==> src/include/dzvg_pkg.sv <==
package dzvg_pkg;
   // register offsets on the serial control port
   localparam logic [6:0] ADDR_ZERO_FLAG_CONFIG = 7'h66;
   localparam logic [6:0] ADDR_FLAG_PIN_FUNCTION = 7'h67;
   localparam logic [6:0] ADDR_PLAY_LEFT_VOLUME = 7'h68;
   localparam logic [6:0] ADDR_PLAY_RIGHT_VOLUME = 7'h69;
   localparam logic [6:0] ADDR_PLAY_LEFT_PEAK = 7'h6A;
   localparam logic [6:0] ADDR_PLAY_RIGHT_PEAK = 7'h6B;
   localparam logic [6:0] ADDR_RECORD_LEFT_GAIN = 7'h6C;
   localparam logic [6:0] ADDR_RECORD_RIGHT_GAIN = 7'h6D;

   // field positions in zero_flag_config
   localparam int BIT_ZERO_FLAG_ON_MUTE_DISABLE = 2;
   localparam int BIT_ZERO_FLAG_ON_DATA_DISABLE = 1;
   localparam int BIT_ZERO_FLAG_POLARITY = 0;
   // field positions in flag_pin_function
   localparam int BIT_FIRST_PIN_IRQ_SELECT = 6;
   localparam int BIT_SECOND_PIN_FUNCTION_LO = 4;

   // second pin function codes
   localparam logic [1:0] SEL_RIGHT_ZERO = 2'h0;
   localparam logic [1:0] SEL_LEFT_ZERO = 2'h1;
   localparam logic [1:0] SEL_EITHER_ZERO = 2'h2;
   localparam logic [1:0] SEL_BOTH_ZERO = 2'h3;

   // reset values
   localparam logic [2:0] RST_ZERO_FLAG_CONFIG = 3'h0;
   localparam logic [2:0] RST_FLAG_PIN_FUNCTION = 3'h0;
   localparam logic [7:0] RST_VOLUME = 8'hFF;
   localparam logic [5:0] RST_GAIN = 6'h00;
   localparam logic [5:0] RST_PEAK = 6'h3F;

   // volume: 16 steps of 0.375 dB make 6 dB, i.e. one halving
   localparam logic [7:0] VOL_FULL_SCALE = 8'hFF;
   localparam logic [16:0] VOL_MANTISSA [16] = '{
      17'h08000, 17'h07A93, 17'h07560, 17'h07066, 17'h06BA2, 17'h06712, 17'h062B4, 17'h05E84,
      17'h05A82, 17'h056AC, 17'h052FF, 17'h04F7B, 17'h04C1C, 17'h048E2, 17'h045CB, 17'h042D5};
   localparam int VOL_MANT_FRAC = 15;

   // record gain saturates at 24 dB
   localparam logic [5:0] GAIN_MAX_CODE = 6'h30;

   // peak: 1 dB steps; thresholds of the top 8 bits within one octave
   localparam logic [7:0] PEAK_THRESH [5] = '{8'hE4, 8'hCB, 8'hB5, 8'hA1, 8'h90};
   localparam logic [5:0] PEAK_MIN_CODE = 6'h3F;
   localparam int PEAK_DB_PER_OCTAVE = 6;
   localparam int PEAK_WINDOW_SAMPLES = 1024;
endpackage : dzvg_pkg

==> src/hw/dzvg_regs.sv <==
`timescale 1ns/1ps
// How it works
// (RULE1) zero flag: mute/data sources, enable and polarity
// (RULE2) first pin: left zero flag or interrupt
// (RULE3) second pin field used only in interrupt mode
// (RULE4) second pin: right, left, either, both zero
// (RULE5) left volume: 0.375 dB steps from 0xFF
// (RULE6) right volume: own register, same encoding
// (RULE7) left peak: 6-bit code, 1 dB steps
// (RULE8) right peak: own register, same encoding
// (RULE9) left record gain: 0.5 dB steps, 24 dB cap
// (RULE10) right record gain: own register, same cap
// (RULE11) reserved bits read zero, writes ignored
// (RULE12) peak readouts updated once per window of samples
module dzvg_regs #(
   parameter int SAMPLE_W = 24,
   parameter int PEAK_WINDOW = dzvg_pkg::PEAK_WINDOW_SAMPLES
) (
   // clock and reset
   input wire logic clk_sys,
   input wire logic rst_n,
   // register port behind the serial control port
   input wire logic [6:0] reg_addr,
   input wire logic reg_wr,
   input wire logic [7:0] reg_wdata,
   input wire logic reg_rd,
   output logic [7:0] reg_rdata,
   // playback sample stream in
   input wire logic play_sample_valid,
   input wire logic signed [SAMPLE_W-1:0] play_left_sample,
   input wire logic signed [SAMPLE_W-1:0] play_right_sample,
   // mute controls and interrupt source from the rest of the device
   input wire logic play_left_mute,
   input wire logic play_right_mute,
   input wire logic irq_request,
   // scaled playback stream out
   output logic play_out_valid,
   output logic signed [SAMPLE_W-1:0] play_left_out,
   output logic signed [SAMPLE_W-1:0] play_right_out,
   // flag pins
   output logic left_flag_or_irq_pin,
   output logic right_flag_pin,
   // record gain to the input amplifiers
   output logic [5:0] record_left_pga_gain,
   output logic [5:0] record_right_pga_gain
);
   // magnitude drops the sign bit; the product holds a sample times a 17-bit mantissa
   // window counter is wide enough to hold the window length itself
   localparam int MAG_W = SAMPLE_W - 1;
   localparam int MUL_W = SAMPLE_W + 17;
   localparam int WIN_W = $clog2(PEAK_WINDOW + 1);

   logic zero_flag_on_mute_disable_ff;
   logic zero_flag_on_data_disable_ff;
   logic zero_flag_polarity_ff;
   logic first_pin_irq_select_ff;
   logic [1:0] second_pin_function_ff;
   logic [7:0] play_left_volume_code_ff;
   logic [7:0] play_right_volume_code_ff;
   logic [5:0] play_left_peak_code_ff;
   logic [5:0] play_right_peak_code_ff;
   logic [5:0] record_left_gain_code_ff;
   logic [5:0] record_right_gain_code_ff;
   logic left_data_zero_ff;
   logic right_data_zero_ff;
   logic [MAG_W-1:0] left_max_ff;
   logic [MAG_W-1:0] right_max_ff;
   logic [WIN_W-1:0] win_cnt_ff;
   logic left_zero;
   logic right_zero;
   logic left_flag;
   logic right_flag;
   logic nxt_right_pin;
   logic [MAG_W-1:0] left_mag;
   logic [MAG_W-1:0] right_mag;
   logic win_end;

   // magnitude of a signed sample, full negative saturates
   function automatic logic [MAG_W-1:0] mag_of(input logic signed [SAMPLE_W-1:0] s);
      logic [SAMPLE_W-1:0] neg;
      neg = SAMPLE_W'(-s);
      if (!s[SAMPLE_W-1]) begin
         mag_of = s[MAG_W-1:0];
      end else if (neg[SAMPLE_W-1]) begin
         mag_of = {MAG_W{1'b1}};
      end else begin
         mag_of = neg[MAG_W-1:0];
      end
   endfunction : mag_of

   // volume scale: shift by whole 6 dB steps, mantissa for the rest
   function automatic logic signed [SAMPLE_W-1:0] vol_scale(input logic signed [SAMPLE_W-1:0] s,
                                                             input logic [7:0] code);
      logic [7:0] atten;
      logic signed [MUL_W-1:0] prod;
      atten = dzvg_pkg::VOL_FULL_SCALE - code;
      prod = MUL_W'(s) * $signed({1'b0, dzvg_pkg::VOL_MANTISSA[atten[3:0]]});
      prod = prod >>> dzvg_pkg::VOL_MANT_FRAC;
      prod = prod >>> atten[7:4];
      vol_scale = prod[SAMPLE_W-1:0];
   endfunction : vol_scale

   // peak code: 6 dB per leading zero plus 1 dB fine steps
   function automatic logic [5:0] peak_code(input logic [MAG_W-1:0] mag);
      int lz;
      int fine;
      int total;
      logic [MAG_W-1:0] norm;
      logic [7:0] top;
      lz = MAG_W;
      for (int i = 0; i < MAG_W; i++) begin
         if (mag[i]) begin
            lz = MAG_W - 1 - i;
         end
      end
      norm = mag << lz;
      top = norm[MAG_W-1 -: 8];
      fine = 5;
      for (int k = 4; k >= 0; k--) begin
         if (top >= dzvg_pkg::PEAK_THRESH[k]) begin
            fine = k;
         end
      end
      total = dzvg_pkg::PEAK_DB_PER_OCTAVE * lz + fine;
      if (mag == '0 || total > int'(dzvg_pkg::PEAK_MIN_CODE)) begin
         peak_code = dzvg_pkg::PEAK_MIN_CODE;
      end else begin
         peak_code = 6'(total);
      end
   endfunction : peak_code

   // record gain saturation
   function automatic logic [5:0] gain_sat(input logic [5:0] code);
      gain_sat = (code > dzvg_pkg::GAIN_MAX_CODE) ? dzvg_pkg::GAIN_MAX_CODE : code;
   endfunction : gain_sat

   // register writes, reserved bits dropped
   // only the defined field bits are stored, so reserved bits cost no flops
   always_ff @(posedge clk_sys or negedge rst_n) begin
      if (!rst_n) begin
         zero_flag_on_mute_disable_ff <= dzvg_pkg::RST_ZERO_FLAG_CONFIG[dzvg_pkg::BIT_ZERO_FLAG_ON_MUTE_DISABLE];
         zero_flag_on_data_disable_ff <= dzvg_pkg::RST_ZERO_FLAG_CONFIG[dzvg_pkg::BIT_ZERO_FLAG_ON_DATA_DISABLE];
         zero_flag_polarity_ff <= dzvg_pkg::RST_ZERO_FLAG_CONFIG[dzvg_pkg::BIT_ZERO_FLAG_POLARITY];
         first_pin_irq_select_ff <= dzvg_pkg::RST_FLAG_PIN_FUNCTION[2];
         second_pin_function_ff <= dzvg_pkg::RST_FLAG_PIN_FUNCTION[1:0];
         play_left_volume_code_ff <= dzvg_pkg::RST_VOLUME;
         play_right_volume_code_ff <= dzvg_pkg::RST_VOLUME;
         record_left_gain_code_ff <= dzvg_pkg::RST_GAIN;
         record_right_gain_code_ff <= dzvg_pkg::RST_GAIN;
      end else if (reg_wr) begin
         if (reg_addr == dzvg_pkg::ADDR_ZERO_FLAG_CONFIG) begin // see (RULE11)
            zero_flag_on_mute_disable_ff <= reg_wdata[dzvg_pkg::BIT_ZERO_FLAG_ON_MUTE_DISABLE];
            zero_flag_on_data_disable_ff <= reg_wdata[dzvg_pkg::BIT_ZERO_FLAG_ON_DATA_DISABLE];
            zero_flag_polarity_ff <= reg_wdata[dzvg_pkg::BIT_ZERO_FLAG_POLARITY];
         end else if (reg_addr == dzvg_pkg::ADDR_FLAG_PIN_FUNCTION) begin
            first_pin_irq_select_ff <= reg_wdata[dzvg_pkg::BIT_FIRST_PIN_IRQ_SELECT];
            second_pin_function_ff <= reg_wdata[dzvg_pkg::BIT_SECOND_PIN_FUNCTION_LO +: 2];
         end else if (reg_addr == dzvg_pkg::ADDR_PLAY_LEFT_VOLUME) begin
            play_left_volume_code_ff <= reg_wdata;
         end else if (reg_addr == dzvg_pkg::ADDR_PLAY_RIGHT_VOLUME) begin
            play_right_volume_code_ff <= reg_wdata; // see (RULE6)
         end else if (reg_addr == dzvg_pkg::ADDR_RECORD_LEFT_GAIN) begin
            record_left_gain_code_ff <= reg_wdata[5:0];
         end else if (reg_addr == dzvg_pkg::ADDR_RECORD_RIGHT_GAIN) begin
            record_right_gain_code_ff <= reg_wdata[5:0];
         end
      end
   end

   // register reads, unmapped and reserved bits as zero
   always_ff @(posedge clk_sys or negedge rst_n) begin
      if (!rst_n) begin
         reg_rdata <= 8'h00;
      end else if (reg_rd) begin
         if (reg_addr == dzvg_pkg::ADDR_ZERO_FLAG_CONFIG) begin
            reg_rdata <= {5'h00, zero_flag_on_mute_disable_ff, zero_flag_on_data_disable_ff,
                          zero_flag_polarity_ff}; // see (RULE11)
         end else if (reg_addr == dzvg_pkg::ADDR_FLAG_PIN_FUNCTION) begin
            reg_rdata <= {1'b0, first_pin_irq_select_ff, second_pin_function_ff, 4'h0};
         end else if (reg_addr == dzvg_pkg::ADDR_PLAY_LEFT_VOLUME) begin
            reg_rdata <= play_left_volume_code_ff;
         end else if (reg_addr == dzvg_pkg::ADDR_PLAY_RIGHT_VOLUME) begin
            reg_rdata <= play_right_volume_code_ff;
         end else if (reg_addr == dzvg_pkg::ADDR_PLAY_LEFT_PEAK) begin
            reg_rdata <= {2'h0, play_left_peak_code_ff}; // see (RULE7)
         end else if (reg_addr == dzvg_pkg::ADDR_PLAY_RIGHT_PEAK) begin
            reg_rdata <= {2'h0, play_right_peak_code_ff}; // see (RULE8)
         end else if (reg_addr == dzvg_pkg::ADDR_RECORD_LEFT_GAIN) begin
            reg_rdata <= {2'h0, record_left_gain_code_ff};
         end else if (reg_addr == dzvg_pkg::ADDR_RECORD_RIGHT_GAIN) begin
            reg_rdata <= {2'h0, record_right_gain_code_ff};
         end else begin
            reg_rdata <= 8'h00;
         end
      end
   end

   // volume scaling of the playback stream
   always_ff @(posedge clk_sys or negedge rst_n) begin
      if (!rst_n) begin
         play_out_valid <= 1'b0;
         play_left_out <= '0;
         play_right_out <= '0;
      end else begin
         play_out_valid <= play_sample_valid;
         if (play_sample_valid) begin
            play_left_out <= vol_scale(play_left_sample, play_left_volume_code_ff); // see (RULE5)
            play_right_out <= vol_scale(play_right_sample, play_right_volume_code_ff); // see (RULE6)
         end
      end
   end

   // zero data detection per accepted sample
   // no run-length filter: one zero sample between loud ones raises the flag
   // for one sample period, which a host polling the pins may never see
   always_ff @(posedge clk_sys or negedge rst_n) begin
      if (!rst_n) begin
         left_data_zero_ff <= 1'b0;
         right_data_zero_ff <= 1'b0;
      end else if (play_sample_valid) begin
         left_data_zero_ff <= (play_left_sample == '0);
         right_data_zero_ff <= (play_right_sample == '0);
      end
   end

   // per channel zero condition and pin polarity
   assign left_zero = (!zero_flag_on_mute_disable_ff && (play_left_mute || play_left_volume_code_ff == 8'h00))
                      || (!zero_flag_on_data_disable_ff && left_data_zero_ff); // see (RULE1)
   assign right_zero = (!zero_flag_on_mute_disable_ff && (play_right_mute || play_right_volume_code_ff == 8'h00))
                       || (!zero_flag_on_data_disable_ff && right_data_zero_ff); // see (RULE1)

   // second pin function select
   always_comb begin
      nxt_right_pin = right_zero;
      if (first_pin_irq_select_ff) begin // see (RULE3)
         case (second_pin_function_ff) // see (RULE4)
            dzvg_pkg::SEL_RIGHT_ZERO: nxt_right_pin = right_zero;
            dzvg_pkg::SEL_LEFT_ZERO: nxt_right_pin = left_zero;
            dzvg_pkg::SEL_EITHER_ZERO: nxt_right_pin = left_zero || right_zero;
            default: nxt_right_pin = left_zero && right_zero;
         endcase
      end
   end

   assign left_flag = left_zero ^ zero_flag_polarity_ff; // see (RULE1)
   assign right_flag = nxt_right_pin ^ zero_flag_polarity_ff;

   // registered flag pins
   // registering hides the select glitches of the mux from the pins
   // interrupt mode passes the request raw, without the flag polarity
   always_ff @(posedge clk_sys or negedge rst_n) begin
      if (!rst_n) begin
         left_flag_or_irq_pin <= 1'b0;
         right_flag_pin <= 1'b0;
      end else begin
         left_flag_or_irq_pin <= first_pin_irq_select_ff ? irq_request : left_flag; // see (RULE2)
         right_flag_pin <= right_flag;
      end
   end

   // peak tracking over a window of samples
   // the sample that closes a window still counts toward its maximum;
   // the readout holds the previous window's code until the next one closes
   assign left_mag = mag_of(play_left_sample);
   assign right_mag = mag_of(play_right_sample);
   assign win_end = play_sample_valid && (win_cnt_ff == WIN_W'(PEAK_WINDOW - 1));

   always_ff @(posedge clk_sys or negedge rst_n) begin
      if (!rst_n) begin
         win_cnt_ff <= '0;
         left_max_ff <= '0;
         right_max_ff <= '0;
         play_left_peak_code_ff <= dzvg_pkg::RST_PEAK;
         play_right_peak_code_ff <= dzvg_pkg::RST_PEAK;
      end else if (win_end) begin
         win_cnt_ff <= '0;
         left_max_ff <= '0;
         right_max_ff <= '0;
         play_left_peak_code_ff <= peak_code((left_mag > left_max_ff) ? left_mag : left_max_ff); // see (RULE12)
         play_right_peak_code_ff <= peak_code((right_mag > right_max_ff) ? right_mag : right_max_ff); // see (RULE12)
      end else if (play_sample_valid) begin
         win_cnt_ff <= win_cnt_ff + WIN_W'(1);
         if (left_mag > left_max_ff) begin
            left_max_ff <= left_mag;
         end
         if (right_mag > right_max_ff) begin
            right_max_ff <= right_mag;
         end
      end
   end

   // record gain to the amplifiers, saturated
   // codes above the cap are stored and read back raw; only the amplifier sees the cap
   always_ff @(posedge clk_sys or negedge rst_n) begin
      if (!rst_n) begin
         record_left_pga_gain <= dzvg_pkg::RST_GAIN;
         record_right_pga_gain <= dzvg_pkg::RST_GAIN;
      end else begin
         record_left_pga_gain <= gain_sat(record_left_gain_code_ff); // see (RULE9)
         record_right_pga_gain <= gain_sat(record_right_gain_code_ff); // see (RULE10)
      end
   end
endmodule : dzvg_regs

==> config.mk <==
export PLATFORM = sky130hd
export DESIGN_NAME = dzvg_regs
export DESIGN_NICKNAME = d
export VERILOG_FILES = /design/src/include/dzvg_pkg.sv /design/src/hw/dzvg_regs.sv
export SDC_FILE = /design/constraint.sdc
export NUM_CORES = 2
export LEC_CHECK = 0
export BUFFER_PORTS_ARGS = -buffer_cell sky130_fd_sc_hd__buf_2
export CORE_MARGIN = 2
export CORE_UTILIZATION = 65
export DETAILED_ROUTE_END_ITERATION = 8
export PLACE_DENSITY = 0.83
export RECOVER_POWER = 100
export SYNTH_ARGS = -nofsm -noshare
export SYNTH_HDL_FRONTEND = slang
export SYNTH_SLANG_ARGS = --single-unit
==> constraint.sdc <==
create_clock -name clk_sys -period 9.6 [get_ports clk_sys]
set_clock_uncertainty 0.05 [all_clocks]
set_input_delay 1.44 -clock clk_sys [delete_from_list [all_inputs] [get_ports clk_sys]]
set_output_delay 1.44 -clock clk_sys [all_outputs]
set_load 0.05 [all_outputs]
* After elaboration in Yosys (flattened, before gate mapping)
Memory sizes are Yosys's and may differ from the RTL's.
Cells that the tools add are included.
** Storage, ports and cells
- Input bits :: 71
- Bits in read-only memories :: 544
- Register bits after elaboration :: 176
- Memories :: 2
** Operators by class
- Mux-type cells :: 91
- Bitwise operators :: 9
- Add/sub/neg operators :: 7
- Equal/unequal tests :: 11
- Multiply operators :: 4
- Reduce and logical (&&, ||, !) cells :: 29
- Shift-type cells :: 4
- Order comparisons :: 18
** Memories
- (name not given) :: words 16, bits a word 17, read ports 1, clocked after memory_dff 0, write ports 0, line dzvg_regs.sv:97 : prod = MUL_W'(s) * $signed({1'b0, dzvg_pkg::VOL_MANTISSA[atten[3:0]]});
- (name not given) :: words 16, bits a word 17, read ports 1, clocked after memory_dff 0, write ports 0, line dzvg_regs.sv:97
** Operator list (number)
- 2-to-1 mux 32 bit :: 56
- 2-to-1 mux 23 bit :: 10
- multiplier 24 x 18 -> 41 bit :: 2
- >= comparator 8 bit, second input constant :: 10
- 2-to-1 mux 17 bit :: 4
- adder 32 bit :: 2
- greater-than comparator 32 x 7 -> 1 bit, second input constant :: 2
- multiplier 3 x 32 -> 31 bit, first input constant :: 2
- left shift 23 x 32 -> 23 bit :: 2
- equality test 7 bit, second input constant :: 8
- >>> shifter 26 x 4 -> 24 bit :: 2
- logical NOT 24 bit :: 2
- 2-to-1 mux 6 bit :: 8
- negation 24 bit :: 2
- greater-than comparator 23 bit :: 2
- logical NOT 23 bit :: 2
- 2-to-1 mux 8 bit :: 4
- 2-to-1 mux 11 bit :: 2
- logical NOT 8 bit :: 2
- subtractor 8 bit, first input constant :: 2
- greater-than comparator 6 bit, second input constant :: 2
- adder 11 x 1 -> 11 bit, second input constant :: 1
- equality test 11 x 10 -> 1 bit, second input constant :: 1
- >= comparator 5 bit, second input constant :: 2
- other kinds (18) :: 41

* Longest topological paths before layout
- Depth in word-level cells :: 41
- Depth in mapped cells :: 42

* Worst setup path before layout
No wires, ideal clock.
- Kind :: input -> register
- From :: in play_left_sample[9]
- To :: reg play_left_peak_code_ff[0]
- Library setup time :: 78 ps
- Data required time :: 9472 ps
- Slack :: 442 ps
- Arrival :: 9031 ps
- Stages :: 35
- Buffers on the path :: 5
- Cells stage by stage :: clkbuf_1 > or4_1 > clkbuf_1 > or4_1 > clkbuf_1 > o41ai_1 > mux2_2 > inv_1 > ha_1 > nand3_1 > nor4b_1 > a211o_1 > and2_1 > clkbuf_1 > mux2_2 > o21a_1 > inv_2 > buf_2 > a21oi_1 > a311oi_1 > a21oi_1 > a2111oi_0 > a41o_1 > nor2b_1 > ha_1 > inv_1 > fa_1 > nor3b_1 > nor2_1 > mux2_2 > nand4b_1 > a31oi_1 > nand3b_1 > o22ai_1 > a31oi_1
** Between the ends
- Word-level cells in the longest chain between the ends :: 41
- Elaborated cells on any way between the ends :: 47
** RTL lines
- start: declaration :: line dzvg_regs.sv:30 : input wire logic signed [SAMPLE_W-1:0] play_left_sample,
- negation 24 bit :: line dzvg_regs.sv:81 : neg = SAMPLE_W'(-s);
- 2-to-1 mux 23 bit :: line dzvg_regs.sv:84 : end else if (neg[SAMPLE_W-1]) begin
- 2-to-1 mux 23 bit (*) :: line dzvg_regs.sv:82 : if (!s[SAMPLE_W-1]) begin
- greater-than comparator 23 bit :: line dzvg_regs.sv:279 : play_left_peak_code_ff <= peak_code((left_mag > left_max_ff) ? left_mag : left_max_ff);
- 2-to-1 mux 23 bit (*)
- parallel branches: the longest is 35 deep, another holds 2-to-1 mux 32 bit
- 2-to-1 mux 6 bit (*) :: line dzvg_regs.sv:125 : if (mag == '0 || total > int'(dzvg_pkg::PEAK_MIN_CODE)) begin
- end signal: assignment :: line dzvg_regs.sv:273 : play_left_peak_code_ff <= dzvg_pkg::RST_PEAK;
- end signal: assignment :: line dzvg_regs.sv:279
- end: declaration :: line dzvg_regs.sv:60 : logic [5:0] play_left_peak_code_ff;
Every way passes the cells marked *. The select of a mux whose other input is x is not followed.
A chain may end at the register's enable or synchronous reset.

* Worst setup path after layout
- From :: reg play_left_volume_code_ff[0]
- To :: reg play_left_out[5]
** Between the ends
- Word-level cells in the longest chain between the ends :: 7
** RTL lines
- start: declaration :: line dzvg_regs.sv:58 : logic [7:0] play_left_volume_code_ff;
- start signal: assignment :: line dzvg_regs.sv:146 : play_left_volume_code_ff <= dzvg_pkg::RST_VOLUME;
- start signal: assignment :: line dzvg_regs.sv:159 : play_left_volume_code_ff <= reg_wdata;
- subtractor 8 bit (*) :: line dzvg_regs.sv:96 : atten = dzvg_pkg::VOL_FULL_SCALE - code;
- NOT 4 -> 5 bit (not written as such) :: line dzvg_regs.sv:97
- memory read (16 x 17 bit)
- 2-to-1 mux 17 bit (not written as such) (2 in series) :: line dzvg_regs.sv:97
- multiplier 24 x 18 -> 41 bit :: line dzvg_regs.sv:97
- >>> shifter 26 x 4 -> 24 bit (*) :: line dzvg_regs.sv:99 : prod = prod >>> atten[7:4];
- end signal: assignment :: line dzvg_regs.sv:207 : play_left_out <= vol_scale(play_left_sample, play_left_volume_code_ff);
- end: declaration :: line dzvg_regs.sv:38 : output logic signed [SAMPLE_W-1:0] play_left_out,
Every way passes the cells marked *; elsewhere a longest branch is shown, timed or not. The select of a mux whose other input is x is not followed.

==> metrics.cfg <==
[outcome]
status = finished with violations
violations = max-capacitance violations, max-slew violations

[floorplanning]
ios = 142
dieArea_um2 = 69300
initial_utilization = 0.653
die_w_um = 263
placementRows = 95
die_h_um = 263
core-area_um2 = 66900

[synth]
syn_inst = 5232
synth_fa_ha_area_frac = 0.418
synth.area.mux_share = 0.0427
synthDominantCellAreaShare = 0.341
yosys.area.top_type = fa_1
synth_seq_area_share = 0.102
ys.flop_type = dfrtp_1
netlist_top_cells_area = fa_1 (34%), inv_1 (8.7%), dfrtp_1 (8.5%)
syn_area_um2 = 43700
syn_avg_cell_area_um2 = 8.35
syn_nets = 6318
ys_ff_latch = 176
synth_edf_count = 0
synth_top_family_by_area = adder cells
synth_xor_area_frac = 0.0200
synthArstFlopShare = 1.00
synth_simple_gate_area_frac = 0.178
synth_compound_area_frac = 0.126
yosys_warnings = 0
ys_types = 91

[cts]
postCtsHoldBufs = 0
cts-buffers-inserted = 17
cts_tree = built
cts.sinks = 176
clockRootBuffer = clkbuf_16
cts_max_level = 4
clk_latency_ns = 0.47
path_clk_slew_ns = 0.08
clk_path_buf_depth = 2

[sta]
slew_viol_final = 323
timing.hold.ws_ns = 0.410
worst_slack_ns = 0.422
fin_crit_sh = 0.956
fmax_ghz = 0.109
hold_viol = 0
finalSetupViolCount = 0
fin_crit_ns = 9.18
worst_pin_slew_ns = 6.07
relSlewSlack = -3.05

[layout]
nets = 6356
drive_above_1_share = 0.0844
area_growth_pct = 6.21
fillers = 5257
final_common_cell = inv_1
final_util = 0.694
final_cell_mix = inv_1 (1010), fa_1 (744), nand2_1 (720)
fin_area_um2 = 46400

[setup_path]
critPathMaxStageDelay_ns = 0.67
crit_arrival_ns = 9.36
cp_common_cell = fa_1
path_class = reg2reg
cp-end-kind = register
slowest_stage = dfstp_2
start_kind = register
cp_max_fo = 16
cp_data_required_time_ns = 9.79
reg2reg_depth = 31

[placement]
placedInstanceArea_um2 = 45800
gp_congestion = 1.00
place_hpwl_um = 99600
port_buffers = 141
pre_cts_ws_ns = -0.117

[worst_hold_path]
min_delay_path_depth = 0
hp-class = reg2reg

[global_route]
track_usage = 0.362
grt_remaining_overflow = 0
grt_max_degree = 112
first_global_vias = 38200
grt_pass1_wl_um = 201000
antenna_found_initial = 6

[detailed_routing]
drc = 0
via_per_inst = 6.06
wl_per_cell_um = 19.8
vias = 37300
drtIter0Drc = 3295
final_antenna_net_count = 0
dr.pass1.iters = 6
wl_um = 122000

[flow_run]
maxCapViolations = 5

-- cell usage after synthesis, types with 23 or more instances --
library cell,n
o21ai_0,143
nand3_1,74
and3_1,29
inv_1,1010
nor2b_1,33
a31oi_1,30
dfstp_2,28
mux2i_1,74
o31ai_1,30
nor3_1,70
ha_1,271
xor2_1,43
nor2_1,230
o211ai_1,36
xnor2_1,57
a21oi_1,233
mux2_2,55
fa_1,744
nand2b_1,39
o22ai_1,45
nor4_1,24
or3_1,23
and2_1,296
a21o_1,36
clkbuf_1,274
nand2_1,721
a22o_1,26
o21a_1,32
dfrtp_1,148
-- flip-flops by register name (all words and copies together), names as in the netlist, 2 cells and up --
register and flops:
play_right_out 24, play_left_peak_code_ff 6, play_left_out 24, reg_rdata 8, win_cnt_ff 11, play_right_volume_code_ff 8
play_right_peak_code_ff 6, play_left_volume_code_ff 8, left_max_ff 23, record_left_gain_code_ff 6, record_left_pga_gain 6, record_right_pga_gain 6
record_right_gain_code_ff 6, second_pin_function_ff 2, right_max_ff 23
-- kinds of logic after synthesis --
group           Yosys count
mux                     152
xor+xnor                100
buf+inv                1319
flops                   176
compound gates          835
fa+ha+maj              1015
simple gates           1635
-- worst max-delay path: cells and delay by family, from the launching register on --
family | cells | cell delay (ns)
buffers and inverters | 5 | 0.54
AO/OA/AOI/OAI | 12 | 2.88
adder cells (fa/ha/maj) | 8 | 3.62
AND/OR/NAND/NOR | 5 | 0.96
flip-flops | 1 | 0.67
multiplexers | 1 | 0.21
-- metrics by stage --
stage | instances | TNS (ns)
after floorplan | 5232 | 0
after global placement | 6118 | 0
after detailed placement | 6118 | -0.469
after CTS | 6150 | 0
after global routing | 6156 | -0.0190
final | 6158 | 0
-- path summary, 6_finish.rpt --
kind / start / endpoint / slack (ns)
worst max-delay path: play_left_volume_code_ff[0] / play_left_out[5] / 0.42
worst min-delay path: record_right_gain_code_ff[4] / record_right_pga_gain[4] / 0.41
worst max register to register: play_left_volume_code_ff[0] / play_left_out[5] / 0.42
worst min register to register: record_right_gain_code_ff[4] / record_right_pga_gain[4] / 0.41
max in group asynchronous: rst_n / win_cnt_ff[6] / 2.36
min in group asynchronous: rst_n / left_max_ff[11] / 3.16
-- final cells by class --
cell class	count	area, um2	share of cell area
clock buffer	17	425	0.00916
multi-input combinational	3737	34500	0.743
tap	873	1090	0.0235
clock inverter	15	206	0.00445
timing repair buffer	319	1950	0.0420
antenna	2	5.00	0.000108
inverter	1019	3820	0.0824
sequential	176	4440	0.0956
-- layer usage --
| layer | track usage | share of wire |
|---|---|---|
| met1 | 0.486 | 0.40 |
| met2 | 0.600 | 0.48 |
| met3 | 0.0510 | 0.081 |
| met4 | 0.140 | 0.044 |
| met5 | 0 | 0.00022 |
-- what timing repair did --
action | 4_1_cts | 5_1_grt
resized for setup | 1 | 22
pin swaps | 0 | 4
buffers inserted | 0 | 6
endpoints found under the setup margin | 1 | 56
Power is not shown: default switching activity piles up to over one toggle a cycle in this logic, so the estimate is an artifact.
